--- src/hdl/sfc_pkg.sv ---
// constants for the flash command interpreter
package sfc_pkg;
  // opcodes
  localparam logic [7:0] OP_READ = 8'h03;
  localparam logic [7:0] OP_FAST_READ = 8'h0B;
  localparam logic [7:0] OP_DUAL_OUT_RD = 8'h3B;
  localparam logic [7:0] OP_QUAD_OUT_RD = 8'h6B;
  localparam logic [7:0] OP_DUAL_IO_RD = 8'hBB;
  localparam logic [7:0] OP_QUAD_IO_RD = 8'hEB;
  localparam logic [7:0] OP_PARAM_RD = 8'h5A;
  localparam logic [7:0] OP_JEDEC_ID = 8'h9F;
  localparam logic [7:0] OP_MAKER_ID = 8'h90;
  localparam logic [7:0] OP_DUAL_MAKER_ID = 8'h92;
  localparam logic [7:0] OP_QUAD_MAKER_ID = 8'h94;
  localparam logic [7:0] OP_OTP_RD = 8'h48;
  localparam logic [7:0] OP_BURST_SET = 8'h77;
  localparam logic [7:0] OP_WR_ENABLE = 8'h06;
  localparam logic [7:0] OP_WR_DISABLE = 8'h04;
  localparam logic [7:0] OP_RESUME_A = 8'h7A;
  localparam logic [7:0] OP_RESUME_B = 8'h30;
  localparam logic [7:0] OP_SUSPEND_A = 8'h75;
  localparam logic [7:0] OP_SUSPEND_B = 8'hB0;
  localparam logic [7:0] OP_PAGE_PGM = 8'h02;
  localparam logic [7:0] OP_DUAL_PGM = 8'hA2;
  localparam logic [7:0] OP_QUAD_PGM = 8'h32;
  localparam logic [7:0] OP_STAT_LO = 8'h05;
  localparam logic [7:0] OP_STAT_HI = 8'h35;
  localparam logic [7:0] OP_ASYNC_IF = 8'h25;
  localparam logic [7:0] OP_SIGNATURE = 8'hAB;
  localparam logic [7:0] OP_RESET_ARM = 8'h66;
  localparam logic [7:0] OP_RESET = 8'h99;
  localparam logic [7:0] OP_NO_OP = 8'h00;
  localparam logic [7:0] OP_SERIAL_NUM = 8'h4B;
  // status word bit positions
  localparam int ST_WIP_BIT = 0;
  localparam int ST_WEL_BIT = 1;
  localparam int ST_ERS_SUS_BIT = 10;
  localparam int ST_PGM_SUS_BIT = 15;
  // framing counts
  localparam logic [3:0] OPCODE_BITS = 4'h8;
  localparam logic [5:0] SERIAL_DUMMY_BITS = 6'h20;
  // suspend latencies
  localparam int CLK_MHZ = 100;
  localparam int PGM_SUS_LAT_NS = 20000;
  localparam int ERS_SUS_LAT_NS = 20000;
  localparam int PGM_SUS_LAT_CYC = (PGM_SUS_LAT_NS * CLK_MHZ + 999) / 1000;
  localparam int ERS_SUS_LAT_CYC = (ERS_SUS_LAT_NS * CLK_MHZ + 999) / 1000;
  // operation states, gray along the usual path
  typedef enum logic [2:0] {
    ST_IDLE = 3'h0,
    ST_BUSY = 3'h1,
    ST_SUS_WAIT = 3'h3,
    ST_SUSPENDED = 3'h2,
    ST_SUS_PGM = 3'h6
  } sfc_state_e;
endpackage

--- src/hdl/sfc_cmd_core.sv ---
// serial flash id, suspend/resume and software reset command logic
// Operation
// - identity opcode shifts out 24 id bits
// - identity opcode ignored while program/erase busy
// - select rising returns to standby
// - suspended region excluded from array reads
// - suspend latency then clear latch, set flag
// - status bit 15 program, bit 10 erase suspend
// - reads, ids, resume accepted after latency
// - enable and page program only in erase suspend
// - any-time commands accepted without latency
// - suspended sector excluded from suspend programming
// - suspend-program not suspendable, blocks resume
// - latch and busy stay set during suspend-program
// - resume sets latch and busy, clears flag
// - no-operation only cancels armed reset
// - reset only directly after reset arm
// - software reset restores power-on defaults
// - software reset aborts running operation
// - serial number after four dummy bytes
// - output msb first on falling clock edge
`timescale 1ns/1ps
`default_nettype none
module sfc_cmd_core #(
  parameter logic [7:0] MAKER_CODE = 8'h5A, // arbitrary value
  parameter logic [15:0] DEVICE_CODE = 16'h1234, // arbitrary value
  parameter logic [127:0] SERIAL_NUMBER = 128'h0123456789ABCDEF0F1E2D3C4B5A6978
)(
  // clock and reset
  input wire logic i_sys_clk,
  input wire logic i_rst_n,
  // serial pins
  input wire logic i_cs_n,
  input wire logic i_sclk,
  input wire logic i_si,
  output logic o_so,
  output logic o_so_oe_n,
  // array engine
  input wire logic i_ers_start,
  input wire logic i_op_done,
  output logic o_pgm_go,
  output logic o_suspend_go,
  output logic o_resume_go,
  output logic o_abort,
  output logic o_array_read,
  output logic o_guard_region,
  // status
  output logic [15:0] o_status,
  output logic o_write_enable_latch,
  output logic o_write_in_progress
);
  // ******************************
  // pin synchronisers
  // ******************************
  logic cs_s1_r, cs_s2_r, cs_s3_r;
  logic ck_s1_r, ck_s2_r, ck_s3_r;
  logic si_s1_r, si_s2_r;
  always_ff @(posedge i_sys_clk or negedge i_rst_n)
  begin
    if (!i_rst_n)
    begin
      {cs_s1_r, cs_s2_r, cs_s3_r} <= 3'h7;
      {ck_s1_r, ck_s2_r, ck_s3_r} <= 3'h0;
      {si_s1_r, si_s2_r} <= 2'h0;
    end
    else
    begin
      {cs_s1_r, cs_s2_r, cs_s3_r} <= {i_cs_n, cs_s1_r, cs_s2_r};
      {ck_s1_r, ck_s2_r, ck_s3_r} <= {i_sclk, ck_s1_r, ck_s2_r};
      {si_s1_r, si_s2_r} <= {i_si, si_s1_r};
    end
  end
  logic sel, cs_rise, ck_rise, ck_fall;
  assign sel = !cs_s2_r;
  assign cs_rise = cs_s2_r && !cs_s3_r;
  assign ck_rise = sel && ck_s2_r && !ck_s3_r;
  assign ck_fall = sel && !ck_s2_r && ck_s3_r;

  // ******************************
  // acceptance decode
  // ******************************
  function automatic logic is_any_time(input logic [7:0] op);
    is_any_time = op == sfc_pkg::OP_WR_DISABLE || op == sfc_pkg::OP_STAT_LO
      || op == sfc_pkg::OP_STAT_HI || op == sfc_pkg::OP_ASYNC_IF
      || op == sfc_pkg::OP_SIGNATURE || op == sfc_pkg::OP_RESET_ARM
      || op == sfc_pkg::OP_RESET || op == sfc_pkg::OP_NO_OP;
  endfunction
  function automatic logic is_array_read(input logic [7:0] op);
    is_array_read = op == sfc_pkg::OP_READ || op == sfc_pkg::OP_FAST_READ
      || op == sfc_pkg::OP_DUAL_OUT_RD || op == sfc_pkg::OP_QUAD_OUT_RD
      || op == sfc_pkg::OP_DUAL_IO_RD || op == sfc_pkg::OP_QUAD_IO_RD;
  endfunction
  function automatic logic is_sus_read(input logic [7:0] op);
    is_sus_read = is_array_read(op) || op == sfc_pkg::OP_PARAM_RD
      || op == sfc_pkg::OP_JEDEC_ID || op == sfc_pkg::OP_MAKER_ID
      || op == sfc_pkg::OP_DUAL_MAKER_ID || op == sfc_pkg::OP_QUAD_MAKER_ID
      || op == sfc_pkg::OP_OTP_RD || op == sfc_pkg::OP_BURST_SET;
  endfunction
  function automatic logic is_pgm(input logic [7:0] op);
    is_pgm = op == sfc_pkg::OP_PAGE_PGM || op == sfc_pkg::OP_DUAL_PGM
      || op == sfc_pkg::OP_QUAD_PGM;
  endfunction
  function automatic logic is_sus(input logic [7:0] op);
    is_sus = op == sfc_pkg::OP_SUSPEND_A || op == sfc_pkg::OP_SUSPEND_B;
  endfunction
  function automatic logic is_res(input logic [7:0] op);
    is_res = op == sfc_pkg::OP_RESUME_A || op == sfc_pkg::OP_RESUME_B;
  endfunction

  sfc_pkg::sfc_state_e st_r;
  logic ers_r;
  function automatic logic accept(input logic [7:0] op);
    case (st_r)
      sfc_pkg::ST_IDLE: accept = !is_sus(op) && !is_res(op);
      sfc_pkg::ST_BUSY: accept = is_any_time(op) || is_sus(op);
      sfc_pkg::ST_SUS_WAIT: accept = is_any_time(op);
      sfc_pkg::ST_SUSPENDED: accept = is_any_time(op) || is_sus_read(op)
        || is_res(op)
        || (ers_r && (is_pgm(op) || op == sfc_pkg::OP_WR_ENABLE));
      sfc_pkg::ST_SUS_PGM: accept = is_any_time(op);
      default: accept = 1'b0;
    endcase
  endfunction

  // ******************************
  // opcode capture
  // ******************************
  logic [3:0] bit_cnt_r;
  logic [7:0] op_sh_r;
  logic [7:0] cmd_r;
  logic cmd_ok_r;
  logic dec_p, ex_p;
  logic [7:0] op_now;
  assign op_now = {op_sh_r[6:0], si_s2_r};
  assign dec_p = ck_rise && bit_cnt_r == sfc_pkg::OPCODE_BITS - 4'h1;
  assign ex_p = cs_rise && cmd_ok_r;
  always_ff @(posedge i_sys_clk or negedge i_rst_n)
  begin
    if (!i_rst_n)
    begin
      bit_cnt_r <= 4'h0;
      op_sh_r <= 8'h00;
      cmd_r <= 8'h00;
      cmd_ok_r <= 1'b0;
    end
    else if (!sel)
    begin
      bit_cnt_r <= 4'h0;
      cmd_ok_r <= 1'b0;
    end
    else if (ck_rise && bit_cnt_r < sfc_pkg::OPCODE_BITS)
    begin
      op_sh_r <= op_now;
      bit_cnt_r <= bit_cnt_r + 4'h1;
      if (dec_p)
      begin
        cmd_r <= op_now;
        cmd_ok_r <= accept(op_now);
      end
    end
  end

  // ******************************
  // serial output
  // ******************************
  logic [127:0] tx_r;
  logic [5:0] dum_r;
  logic out_en_r;
  logic so_r;
  logic [15:0] status;
  logic go_out;
  always_comb
  begin
    go_out = dec_p && accept(op_now) && (op_now == sfc_pkg::OP_JEDEC_ID
      || op_now == sfc_pkg::OP_SERIAL_NUM || op_now == sfc_pkg::OP_STAT_LO
      || op_now == sfc_pkg::OP_STAT_HI);
  end
  always_ff @(posedge i_sys_clk or negedge i_rst_n)
  begin
    if (!i_rst_n)
    begin
      tx_r <= 128'h0;
      dum_r <= 6'h00;
      out_en_r <= 1'b0;
      so_r <= 1'b0;
    end
    else if (!sel)
    begin
      out_en_r <= 1'b0;
      dum_r <= 6'h00;
    end
    else if (go_out)
    begin
      out_en_r <= 1'b1;
      dum_r <= 6'h00;
      case (op_now)
        sfc_pkg::OP_JEDEC_ID:
          tx_r <= {MAKER_CODE, DEVICE_CODE, 104'h0};
        sfc_pkg::OP_SERIAL_NUM:
        begin
          tx_r <= SERIAL_NUMBER;
          dum_r <= sfc_pkg::SERIAL_DUMMY_BITS;
        end
        sfc_pkg::OP_STAT_LO: tx_r <= {16{status[7:0]}};
        default: tx_r <= {16{status[15:8]}};
      endcase
    end
    else if (ck_rise && dum_r != 6'h00)
      dum_r <= dum_r - 6'h01;
    else if (ck_fall && out_en_r && dum_r == 6'h00)
    begin
      so_r <= tx_r[127];
      tx_r <= {tx_r[126:0], 1'b0};
    end
  end
  assign o_so = so_r;
  assign o_so_oe_n = !(out_en_r && sel && dum_r == 6'h00);

  // ******************************
  // operation state
  // ******************************
  logic wel_r, armed_r;
  logic [11:0] lat_r;
  logic [11:0] lat_end;
  logic soft_rst;
  assign lat_end = ers_r ? 12'(sfc_pkg::ERS_SUS_LAT_CYC - 1)
    : 12'(sfc_pkg::PGM_SUS_LAT_CYC - 1);
  assign soft_rst = ex_p && cmd_r == sfc_pkg::OP_RESET && armed_r;
  always_ff @(posedge i_sys_clk or negedge i_rst_n)
  begin
    if (!i_rst_n)
      armed_r <= 1'b0;
    else if (ex_p)
      armed_r <= cmd_r == sfc_pkg::OP_RESET_ARM;
    else if (cs_rise)
      armed_r <= 1'b0;
  end
  always_ff @(posedge i_sys_clk or negedge i_rst_n)
  begin
    if (!i_rst_n)
    begin
      st_r <= sfc_pkg::ST_IDLE;
      ers_r <= 1'b0;
      wel_r <= 1'b0;
      lat_r <= 12'h000;
    end
    else if (soft_rst)
    begin
      st_r <= sfc_pkg::ST_IDLE;
      ers_r <= 1'b0;
      wel_r <= 1'b0;
      lat_r <= 12'h000;
    end
    else
    begin
      case (st_r)
        sfc_pkg::ST_IDLE:
          if (i_ers_start && wel_r)
          begin
            st_r <= sfc_pkg::ST_BUSY;
            ers_r <= 1'b1;
          end
          else if (ex_p && is_pgm(cmd_r) && wel_r)
          begin
            st_r <= sfc_pkg::ST_BUSY;
            ers_r <= 1'b0;
          end
        sfc_pkg::ST_BUSY:
          if (i_op_done)
          begin
            st_r <= sfc_pkg::ST_IDLE;
            wel_r <= 1'b0;
          end
          else if (ex_p && is_sus(cmd_r))
          begin
            st_r <= sfc_pkg::ST_SUS_WAIT;
            lat_r <= 12'h000;
          end
        sfc_pkg::ST_SUS_WAIT:
          if (lat_r == lat_end)
          begin
            st_r <= sfc_pkg::ST_SUSPENDED;
            wel_r <= 1'b0;
          end
          else
            lat_r <= lat_r + 12'h001;
        sfc_pkg::ST_SUSPENDED:
          if (ex_p && is_res(cmd_r))
          begin
            st_r <= sfc_pkg::ST_BUSY;
            wel_r <= 1'b1;
          end
          else if (ex_p && is_pgm(cmd_r) && wel_r)
            st_r <= sfc_pkg::ST_SUS_PGM;
        sfc_pkg::ST_SUS_PGM:
          if (i_op_done)
          begin
            st_r <= sfc_pkg::ST_SUSPENDED;
            wel_r <= 1'b0;
          end
        default: st_r <= sfc_pkg::ST_IDLE;
      endcase
      if (ex_p && st_r != sfc_pkg::ST_SUS_PGM && st_r != sfc_pkg::ST_SUS_WAIT
          && (cmd_r == sfc_pkg::OP_WR_ENABLE))
        wel_r <= 1'b1;
      else if (ex_p && cmd_r == sfc_pkg::OP_WR_DISABLE
          && st_r != sfc_pkg::ST_SUS_PGM)
        wel_r <= 1'b0;
    end
  end

  // ******************************
  // array engine strobes and status
  // ******************************
  always_ff @(posedge i_sys_clk or negedge i_rst_n)
  begin
    if (!i_rst_n)
    begin
      o_pgm_go <= 1'b0;
      o_suspend_go <= 1'b0;
      o_resume_go <= 1'b0;
      o_abort <= 1'b0;
      o_array_read <= 1'b0;
    end
    else
    begin
      o_pgm_go <= ex_p && is_pgm(cmd_r) && wel_r && !soft_rst;
      o_suspend_go <= ex_p && is_sus(cmd_r);
      o_resume_go <= ex_p && is_res(cmd_r);
      o_abort <= soft_rst && st_r != sfc_pkg::ST_IDLE;
      o_array_read <= dec_p && accept(op_now) && is_array_read(op_now);
    end
  end
  logic write_in_progress, pgm_sus, ers_sus;
  assign write_in_progress = st_r == sfc_pkg::ST_BUSY || st_r == sfc_pkg::ST_SUS_PGM;
  assign pgm_sus = st_r == sfc_pkg::ST_SUSPENDED && !ers_r;
  assign ers_sus = (st_r == sfc_pkg::ST_SUSPENDED
    || st_r == sfc_pkg::ST_SUS_PGM) && ers_r;
  always_comb
  begin
    status = 16'h0000;
    status[sfc_pkg::ST_WIP_BIT] = write_in_progress;
    status[sfc_pkg::ST_WEL_BIT] = wel_r;
    status[sfc_pkg::ST_ERS_SUS_BIT] = ers_sus;
    status[sfc_pkg::ST_PGM_SUS_BIT] = pgm_sus;
  end
  assign o_status = status;
  assign o_write_enable_latch = wel_r;
  assign o_write_in_progress = write_in_progress;
  assign o_guard_region = pgm_sus || ers_sus;

  // ******************************
  // assertions
  // ******************************
  property p_id_busy;
    @(posedge i_sys_clk) disable iff (!i_rst_n)
    (dec_p && op_now == sfc_pkg::OP_JEDEC_ID && st_r == sfc_pkg::ST_BUSY)
      |=> !out_en_r;
  endproperty
  a_id_busy: assert property (p_id_busy) else $error("id served busy");
  property p_cs_stop;
    @(posedge i_sys_clk) disable iff (!i_rst_n) cs_s2_r |-> o_so_oe_n;
  endproperty
  a_cs_stop: assert property (p_cs_stop) else $error("driven idle");
  property p_sus_lat;
    @(posedge i_sys_clk) disable iff (!i_rst_n)
    (st_r == sfc_pkg::ST_SUS_WAIT && lat_r == lat_end && !soft_rst)
      |=> (pgm_sus || ers_sus) && !wel_r;
  endproperty
  a_sus_lat: assert property (p_sus_lat) else $error("suspend latency");
  property p_resume;
    @(posedge i_sys_clk) disable iff (!i_rst_n)
    (ex_p && is_res(cmd_r) && st_r == sfc_pkg::ST_SUSPENDED && !soft_rst)
      |=> wel_r && write_in_progress && !pgm_sus && !ers_sus;
  endproperty
  a_resume: assert property (p_resume) else $error("resume flags");
  property p_spgm;
    @(posedge i_sys_clk) disable iff (!i_rst_n)
    st_r == sfc_pkg::ST_SUS_PGM |-> wel_r && write_in_progress && o_status[10];
  endproperty
  a_spgm: assert property (p_spgm) else $error("suspend program flags");
  property p_reset;
    @(posedge i_sys_clk) disable iff (!i_rst_n)
    soft_rst |=> st_r == sfc_pkg::ST_IDLE && !wel_r && !armed_r;
  endproperty
  a_reset: assert property (p_reset) else $error("reset defaults");
  property p_disarm;
    @(posedge i_sys_clk) disable iff (!i_rst_n)
    (cs_rise && !(cmd_ok_r && cmd_r == sfc_pkg::OP_RESET_ARM)) |=> !armed_r;
  endproperty
  a_disarm: assert property (p_disarm) else $error("reset stays armed");
  property p_write_enable_cmd_psus;
    @(posedge i_sys_clk) disable iff (!i_rst_n)
    (pgm_sus && !wel_r && !$past(wel_r))
      ##1 (ex_p && cmd_r == sfc_pkg::OP_WR_ENABLE) |=> !wel_r;
  endproperty
  a_write_enable_cmd_psus: assert property (p_write_enable_cmd_psus) else $error("wel set");
  property p_pgm_bit;
    @(posedge i_sys_clk) disable iff (!i_rst_n)
    $rose(pgm_sus) |-> $past(st_r) == sfc_pkg::ST_SUS_WAIT && o_status[15];
  endproperty
  a_pgm_bit: assert property (p_pgm_bit) else $error("program flag");
endmodule
`default_nettype wire

--- config.mk ---
export PLATFORM = sky130hd
export DESIGN_NAME = sfc_cmd_core
export DESIGN_NICKNAME = d
export VERILOG_FILES = /design/src/hdl/sfc_pkg.sv /design/src/hdl/sfc_cmd_core.sv
export SDC_FILE = /design/constraint.sdc
export NUM_CORES = 1
export LEC_CHECK = 0
export ABC_AREA = 1
export BUFFER_PORTS_ARGS = -buffer_cell sky130_fd_sc_hd__buf_4
export CORE_ASPECT_RATIO = 1.1
export CORE_MARGIN = 3
export CORE_UTILIZATION = 25
export CTS_CLUSTER_SIZE = 8
export DETAILED_ROUTE_END_ITERATION = 12
export PLACE_DENSITY = 0.43
export SLEW_MARGIN = 20
export SYNTH_ARGS = -nofsm -noshare
export SYNTH_HDL_FRONTEND = slang
export SYNTH_SLANG_ARGS = --single-unit
--- constraint.sdc ---
create_clock -name i_sys_clk -period 5.07 [get_ports i_sys_clk]
set_input_delay 1.014 -clock i_sys_clk [delete_from_list [all_inputs] [get_ports i_sys_clk]]
set_output_delay 1.014 -clock i_sys_clk [all_outputs]
set_load 0.005 [all_outputs]
# --- Word-level counts from Yosys, hierarchy flattened ---
# Index checks and enable logic that the tools add are counted.
word_totals:
  register_bits: 187
  inputBits: 7
  out_inout_bits: 26
  word_cells: 244
op_classes:
  addsub: 3
  magnitude_cmp: 1
  eq_ne: 60
  n_mux: 44
  bitwise: 3
  reduce_logical: 107
op_table:
  columns: ["op", "n"]
  rows:
  - ["$mux 128", 3]
  - ["$pmux 128 s3", 1]
  - ["$eq 8x8->1 const B", 13]
  - ["$eq 8x7->1 const B", 11]
  - ["$eq 8x6->1 const B", 7]
  - ["$mux 12", 4]
  - ["$eq 8x3->1 const B", 5]
  - ["$logic_or 1x1->1", 38]
  - ["$logic_and 1x1->1", 34]
  - ["$mux 3", 9]
  - ["$eq 8x2->1 const B", 3]
  - ["$mux 6", 4]
  - ["$pmux 12 s2", 1]
  - ["$ne 3x3->1 const B", 6]
  - ["$mux 1", 17]
  - ["$pmux 3 s5", 1]
  - ["$add 12x1->12 const B", 1]
  - ["$eq 12x11->1 const B", 1]
  - ["$ne 4x4->1 const B", 3]
  - ["$reduce_and 4->1", 3]
  - ["$reduce_bool 2->1", 6]
  - ["$reduce_bool 3->1", 4]
  - ["$reduce_bool 6->1", 2]
  - ["$ne 5x5->1 const B", 2]
  - ["23 further kinds", 39]

# --- Longest topological paths before layout ---
logic_depth:
  word_depth: 21
  mapped_depth: 17
  mapped_depth_nobuf: 15

# --- Worst setup path before layout ---
# No wires, ideal clock.
synth_path:
  kind: "register to output"
  startpoint: "register st_r[2]"
  endpoint: "output o_status[0]"
  arrival_time_ps: 1084
  t_required_ps: 4056
  slack_ps: 2972
  stages_incl_launch_ff: 7
  n_path_buf: 1
  path_cell_list: "dfrtp_1 -> nor2_1 -> inv_1 -> nor2_1 -> nor2_1 -> inv_1 -> buf_4"
synth_via:
  elab_chain_cells: 2
  word_cells_on_any_way: 3
  classes_between: "eq/ne (2); reduce/logical (1)"
synth_rtl:
  columns: ["item", "line_no", "source"]
  rows:
  - ["from (decl)", "sfc_cmd_core.sv:110", "sfc_pkg::sfc_state_e st_r;"]
  - ["from (signal assigned)", "sfc_cmd_core.sv:242", "st_r <= sfc_pkg::ST_IDLE;"]
  - ["from (signal assigned)", "sfc_cmd_core.sv:249", "st_r <= sfc_pkg::ST_IDLE;"]
  - ["from (signal assigned)", "sfc_cmd_core.sv:260", "st_r <= sfc_pkg::ST_BUSY;"]
  - ["$eq 3x1->1 / $eq 3x3->1 (equally long branches)", null, null]
  - ["$logic_or 1x1->1 (*)", "sfc_cmd_core.sv:335", "assign write_in_progress = st_r == sfc_pkg::ST_BUSY || st_r == sfc_pkg::ST_SUS_PGM;"]
  - ["to (decl)", "sfc_cmd_core.sv:48", "output logic [15:0] o_status,"]
# Every way passes the cells marked *; elsewhere a longest branch is shown, timed or not.

# --- Worst setup path after layout ---
layout_path:
  startpoint: "register op_sh_r[1]"
  endpoint: "register tx_r[25]"
layout_via:
  elab_chain_cells: 21
  word_cells_on_any_way: 73
  classes_between: "eq/ne (30); mux (3); reduce/logical (40)"
layout_rtl:
  columns: ["item", "line_no", "source"]
  rows:
  - ["from (decl)", "sfc_cmd_core.sv:129", "logic [7:0] op_sh_r;"]
  - ["from (signal assigned)", "sfc_cmd_core.sv:153", "op_sh_r <= op_now;"]
  - ["$eq 8x2->1 / $eq 8x4->1 (equally long branches)", "sfc_cmd_core.sv:89", "is_array_read = op == sfc_pkg::OP_READ || op == sfc_pkg::OP_FAST_READ"]
  - ["$logic_or 1x1->1", "sfc_cmd_core.sv:89", null]
  - ["$logic_or 1x1->1 (2 in a row)", "sfc_cmd_core.sv:90", "|| op == sfc_pkg::OP_DUAL_OUT_RD || op == sfc_pkg::OP_QUAD_OUT_RD"]
  - ["$logic_or 1x1->1 (2 in a row)", "sfc_cmd_core.sv:91", "|| op == sfc_pkg::OP_DUAL_IO_RD || op == sfc_pkg::OP_QUAD_IO_RD;"]
  - ["$logic_or 1x1->1", "sfc_cmd_core.sv:94", "is_sus_read = is_array_read(op) || op == sfc_pkg::OP_PARAM_RD"]
  - ["$logic_or 1x1->1 (2 in a row)", "sfc_cmd_core.sv:95", "|| op == sfc_pkg::OP_JEDEC_ID || op == sfc_pkg::OP_MAKER_ID"]
  - ["$logic_or 1x1->1 (2 in a row)", "sfc_cmd_core.sv:96", "|| op == sfc_pkg::OP_DUAL_MAKER_ID || op == sfc_pkg::OP_QUAD_MAKER_ID"]
  - ["$logic_or 1x1->1 (2 in a row)", "sfc_cmd_core.sv:97", "|| op == sfc_pkg::OP_OTP_RD || op == sfc_pkg::OP_BURST_SET;"]
  - ["$logic_or 1x1->1", "sfc_cmd_core.sv:117", "sfc_pkg::ST_SUSPENDED: accept = is_any_time(op) || is_sus_read(op)"]
  - ["$logic_or 1x1->1", "sfc_cmd_core.sv:118", "|| is_res(op)"]
  - ["$logic_or 1x1->1", "sfc_cmd_core.sv:119", "|| (ers_r && (is_pgm(op) || op == sfc_pkg::OP_WR_ENABLE));"]
  - ["$pmux 1 s4", "sfc_cmd_core.sv:113", "case (st_r)"]
  - ["$logic_and 1x1->1 (2 in a row)", "sfc_cmd_core.sv:174", "go_out = dec_p && accept(op_now) && (op_now == sfc_pkg::OP_JEDEC_ID"]
  - ["$ne 2x2->1 (no source line) / $reduce_bool 2->1 (equally long branches)", null, null]
  - ["$reduce_and 3->1 (no source line)", null, null]
  - ["to (signal assigned)", "sfc_cmd_core.sv:198", "tx_r <= {MAKER_CODE, DEVICE_CODE, 104'h0};"]
  - ["to (signal assigned)", "sfc_cmd_core.sv:204", "sfc_pkg::OP_STAT_LO: tx_r <= {16{status[7:0]}};"]
  - ["to (signal assigned)", "sfc_cmd_core.sv:205", "default: tx_r <= {16{status[15:8]}};"]
  - ["to (decl)", "sfc_cmd_core.sv:166", "logic [127:0] tx_r;"]
# Parallel ways exist; a longest one is shown, timed or not.
# A chain may end at the register's enable or synchronous reset.

==> impl_results.md <==
* Worst-path maximum fanout at 74
* Filler cells at 4,060
* Cell at the slowest stage of the critical path: buf_4
* Total iterations of the first detailed-routing run at 5
* Largest net degree at the start of global routing at 107
* CP Data Arrival Time at 3760 ps
* Synthesis warning total at 0
* Switching share of power at 24.1%
* DRT iter0 DRCs at 543
* Hold Fails Final Rpt at 0
* Via Count at 7,651
* CP Cell Sequence: inv_2 -> nand2_1 -> nor2_1 -> nand2_1 -> nand2_1 -> nor2_2 -> o21ai_2 -> nand3_4 -> buf_4 -> buf_4 -> nand2_1 -> nand2_1 -> nand2_1 -> nand2_1
* Internal Pwr Total at 2330 uW
* Maximum root-to-sink buffer count at 2
* Post-cts repair resize count at 0
* Core Footprint at 36,500 um2
* Via count of the first global-routing pass at 7,612
* Clock transition time at the flip-flop clock pins of the worst setup and hold paths at 70 ps
* Vias per Instance at 4.34
* CP required at 5450 ps
* Count of cell types in the netlist at 38
* Final cell count without fillers at 1,764
* Top library cells by usage in the layout, fill and taps aside: nand2_1, dfrtp_1, nor2_1
* Number of enable flip-flop cells after synthesis at 0
* Worst-Margin Slew at 948 ps
* Peak supply drop at 0.214 mV
* Antenna diodes at 0
* Final Routed Wirelength at 23.3 mm
* Critical path endpoint category: flop
* F_max at 296 MHz
* Drt wl/cell at 13.2 um
* TritonCTS Sinks at 187
* Wire length of the first global-routing pass at 39.4 mm
* Number of placed instances with taps included at 1,732
* Final WS setup at 1690 ps
* CTS HTree Levels at 4
* Horizontal die dimension at 190 um
* Die Ht at 209 um
* Relative area change from synthesis to final layout at 11.5%
* Combinational power share at 4.5%
* Starting density of the core at 25.6%
* Sequential cell fraction of total power at 49.7%
* Outcome: finished, final reports clean
* Clock tree from TritonCTS: done
* Pleak at 0.00591 uW
* Initial antenna violation count at 0
* Number of buffers added by the clock tree synthesis step at 17
* Post-route fraction of the period consumed by the critical path at 66.7%
* DRC errors left at 0
* Cell types occupying the most area after synthesis: dfrtp_1, nand2_1, nand3_1, buf_4, nor2_1
* Total overflow reported by the global router at 0
* Post-CTS Setup Inserts at 0
* Largest stage delay, worst path at 720 ps
* Clock latency on the worst-skew pair at 440 ps
* Synth top area share at 49.3%
* All-Layer GR Usage at 12.2%
* Number of synthesized register bits at 187
* Asr flop ratio synth at 100%
* Residual antenna-violating net count after detailed routing at 0
* Routability cong. at 0.855
* Total Die Area at 39,700 um2
* Number of buffers added to fix hold violations after cts at 0
* Pre-CTS WS at 1680 ps
* Clk network pwr share at 45.7%
* Synth Cell Area at 9340 um2
* Setup TNS at 0 ps
* Proportion of layout cells with a drive suffix above 1 at 6.34%
* Total half-perimeter wirelength after legalization and detailed placement at 14.0 mm
* Post-Synthesis Cells at 1,276
* Critical setup path kind: flop to flop
* Critical path launch point type: flop
* Total setup violations reported at the end of the flow at 0
* Post-route minimum period at 3380 ps
* Worst min path class: flop to flop
* Count of pins over their slew limit at 0
* Root Buffer: clkbuf_16
* Top-Level Pins at 33
* Port buffer count at 20
* Row count at 73
* Sequential cell area fraction in the yosys report at 50.1%
* Most repeated library cell on the critical path: nand2_1
* Relative slew margins at 36.6%
* Most common cell after layout, fill and taps aside: nand2_1
* Synthesized area divided by synthesized cell count at 7.32 um2
* Switching pwr at 741 uW
* Post-layout net count at 1,275
* Unrepaired setup endpoints after global routing: false
* Top_reg_cell synth: dfrtp_1
* Power density cells at 295 nW/um2
* # Max-Cap Violations at 0
* Cell accounting for the most synthesized area: dfrtp_1
* Worst clock skew at 8.89 ps
==> final timing paths <==
kind / start / end / slack [ps] / cells after the start
max: op_sh_r[1]$_DFFE_PN0P_ / tx_r[25]$_DFFE_PN0P_ / 1690 / 14
min: ck_s1_r$_DFF_PN0_ / ck_s2_r$_DFF_PN0_ / 350 / 0
max reg2reg: op_sh_r[1]$_DFFE_PN0P_ / tx_r[25]$_DFFE_PN0P_ / 1690 / 14
min reg2reg: ck_s1_r$_DFF_PN0_ / ck_s2_r$_DFF_PN0_ / 350 / 0
max in group asynchronous: i_rst_n / tx_r[30]$_DFFE_PN0P_ / 3360 / 2
min in group asynchronous: i_rst_n / bit_cnt_r[1]$_DFFE_PN0P_ / 710 / 1
==> power by group through the flow <==
stage               logic [uW]  registers [uW]  clock network [uW]
global route               164            1530                1520
detailed placement         142            1560                   0
global placement           144            1560                   0
finish                     139            1530                1410
floorplan                 90.6            1550                   0
CTS                        143            1530                1460
==> routing by layer <==
| layer | wire [um] | vias up | GRT usage [%] |
|---|---|---|---|
| met5 | 0 | - | 0 |
| met4 | 449 | 0 | 4.20 |
| met3 | 470 | 27 | 1.93 |
| met2 | 11000 | 85 | 20.0 |
| met1 | 11300 | 3631 | 16.3 |
| li1 | - | 3908 | - |
==> layout make-up <==
type	count	area, um2	area share (%)
Clock inverter	13	165	1.59
Multi-Input combinational cell	957	4000	38.4
Sequential cell	187	4680	45.0
Timing Repair Buffer	27	234	2.25
Clock buffer	19	443	4.25
Tap cell	487	609	5.85
Inverter	74	280	2.69
==> cells in the mapped netlist (5+ instances only) <==
cell type	instances
a21oi_1	10
buf_2	24
buf_4	35
clkbuf_1	9
dfrtp_1	184
inv_1	65
inv_2	8
nand2_1	692
nand3_1	59
nand4_1	26
nor2_1	68
nor3_1	11
nor4_1	5
o21ai_0	34
xor2_1	7
==> sequential cells by signal (all words and copies together), names as in the netlist, 3 cells and up <==
name / flops
op_sh_r: 7
cmd_r: 8
lat_r: 12
tx_r: 128
st_r: 3
bit_cnt_r: 4
dum_r: 6
==> per-stage QoR <==
stage	util, %	area (um2)	hold WS, ps	total power (uW)
after CTS	28.5	10400	358	3130
after detailed placement	26.8	9800	336	1700
after floorplan	-	9380	331	1640
final	28.5	10400	354	3080
after global routing	28.5	10400	358	3220
after global placement	26.8	9800	336	1700
==> worst max-delay path: cells and delay by family (launching register included) <==
family / cells / cell delay [ps]
DFF: 1 / 440
and+or+nand+nor: 10 / 1270
AOI/OAI and AO/OA: 1 / 210
buffers and inverters: 3 / 1340
==> cells by family after synthesis <==
| family | share of synthesized area, % |
|---|---|
| other cells | 0.0401 |
| simple gates | 37.6 |
| xor+xnor | 0.750 |
| buf+inv | 7.56 |
| flops | 50.1 |
| fa+ha+maj | 0.536 |
| compound gates | 3.39 |
Power figures use the tool's default switching activity.
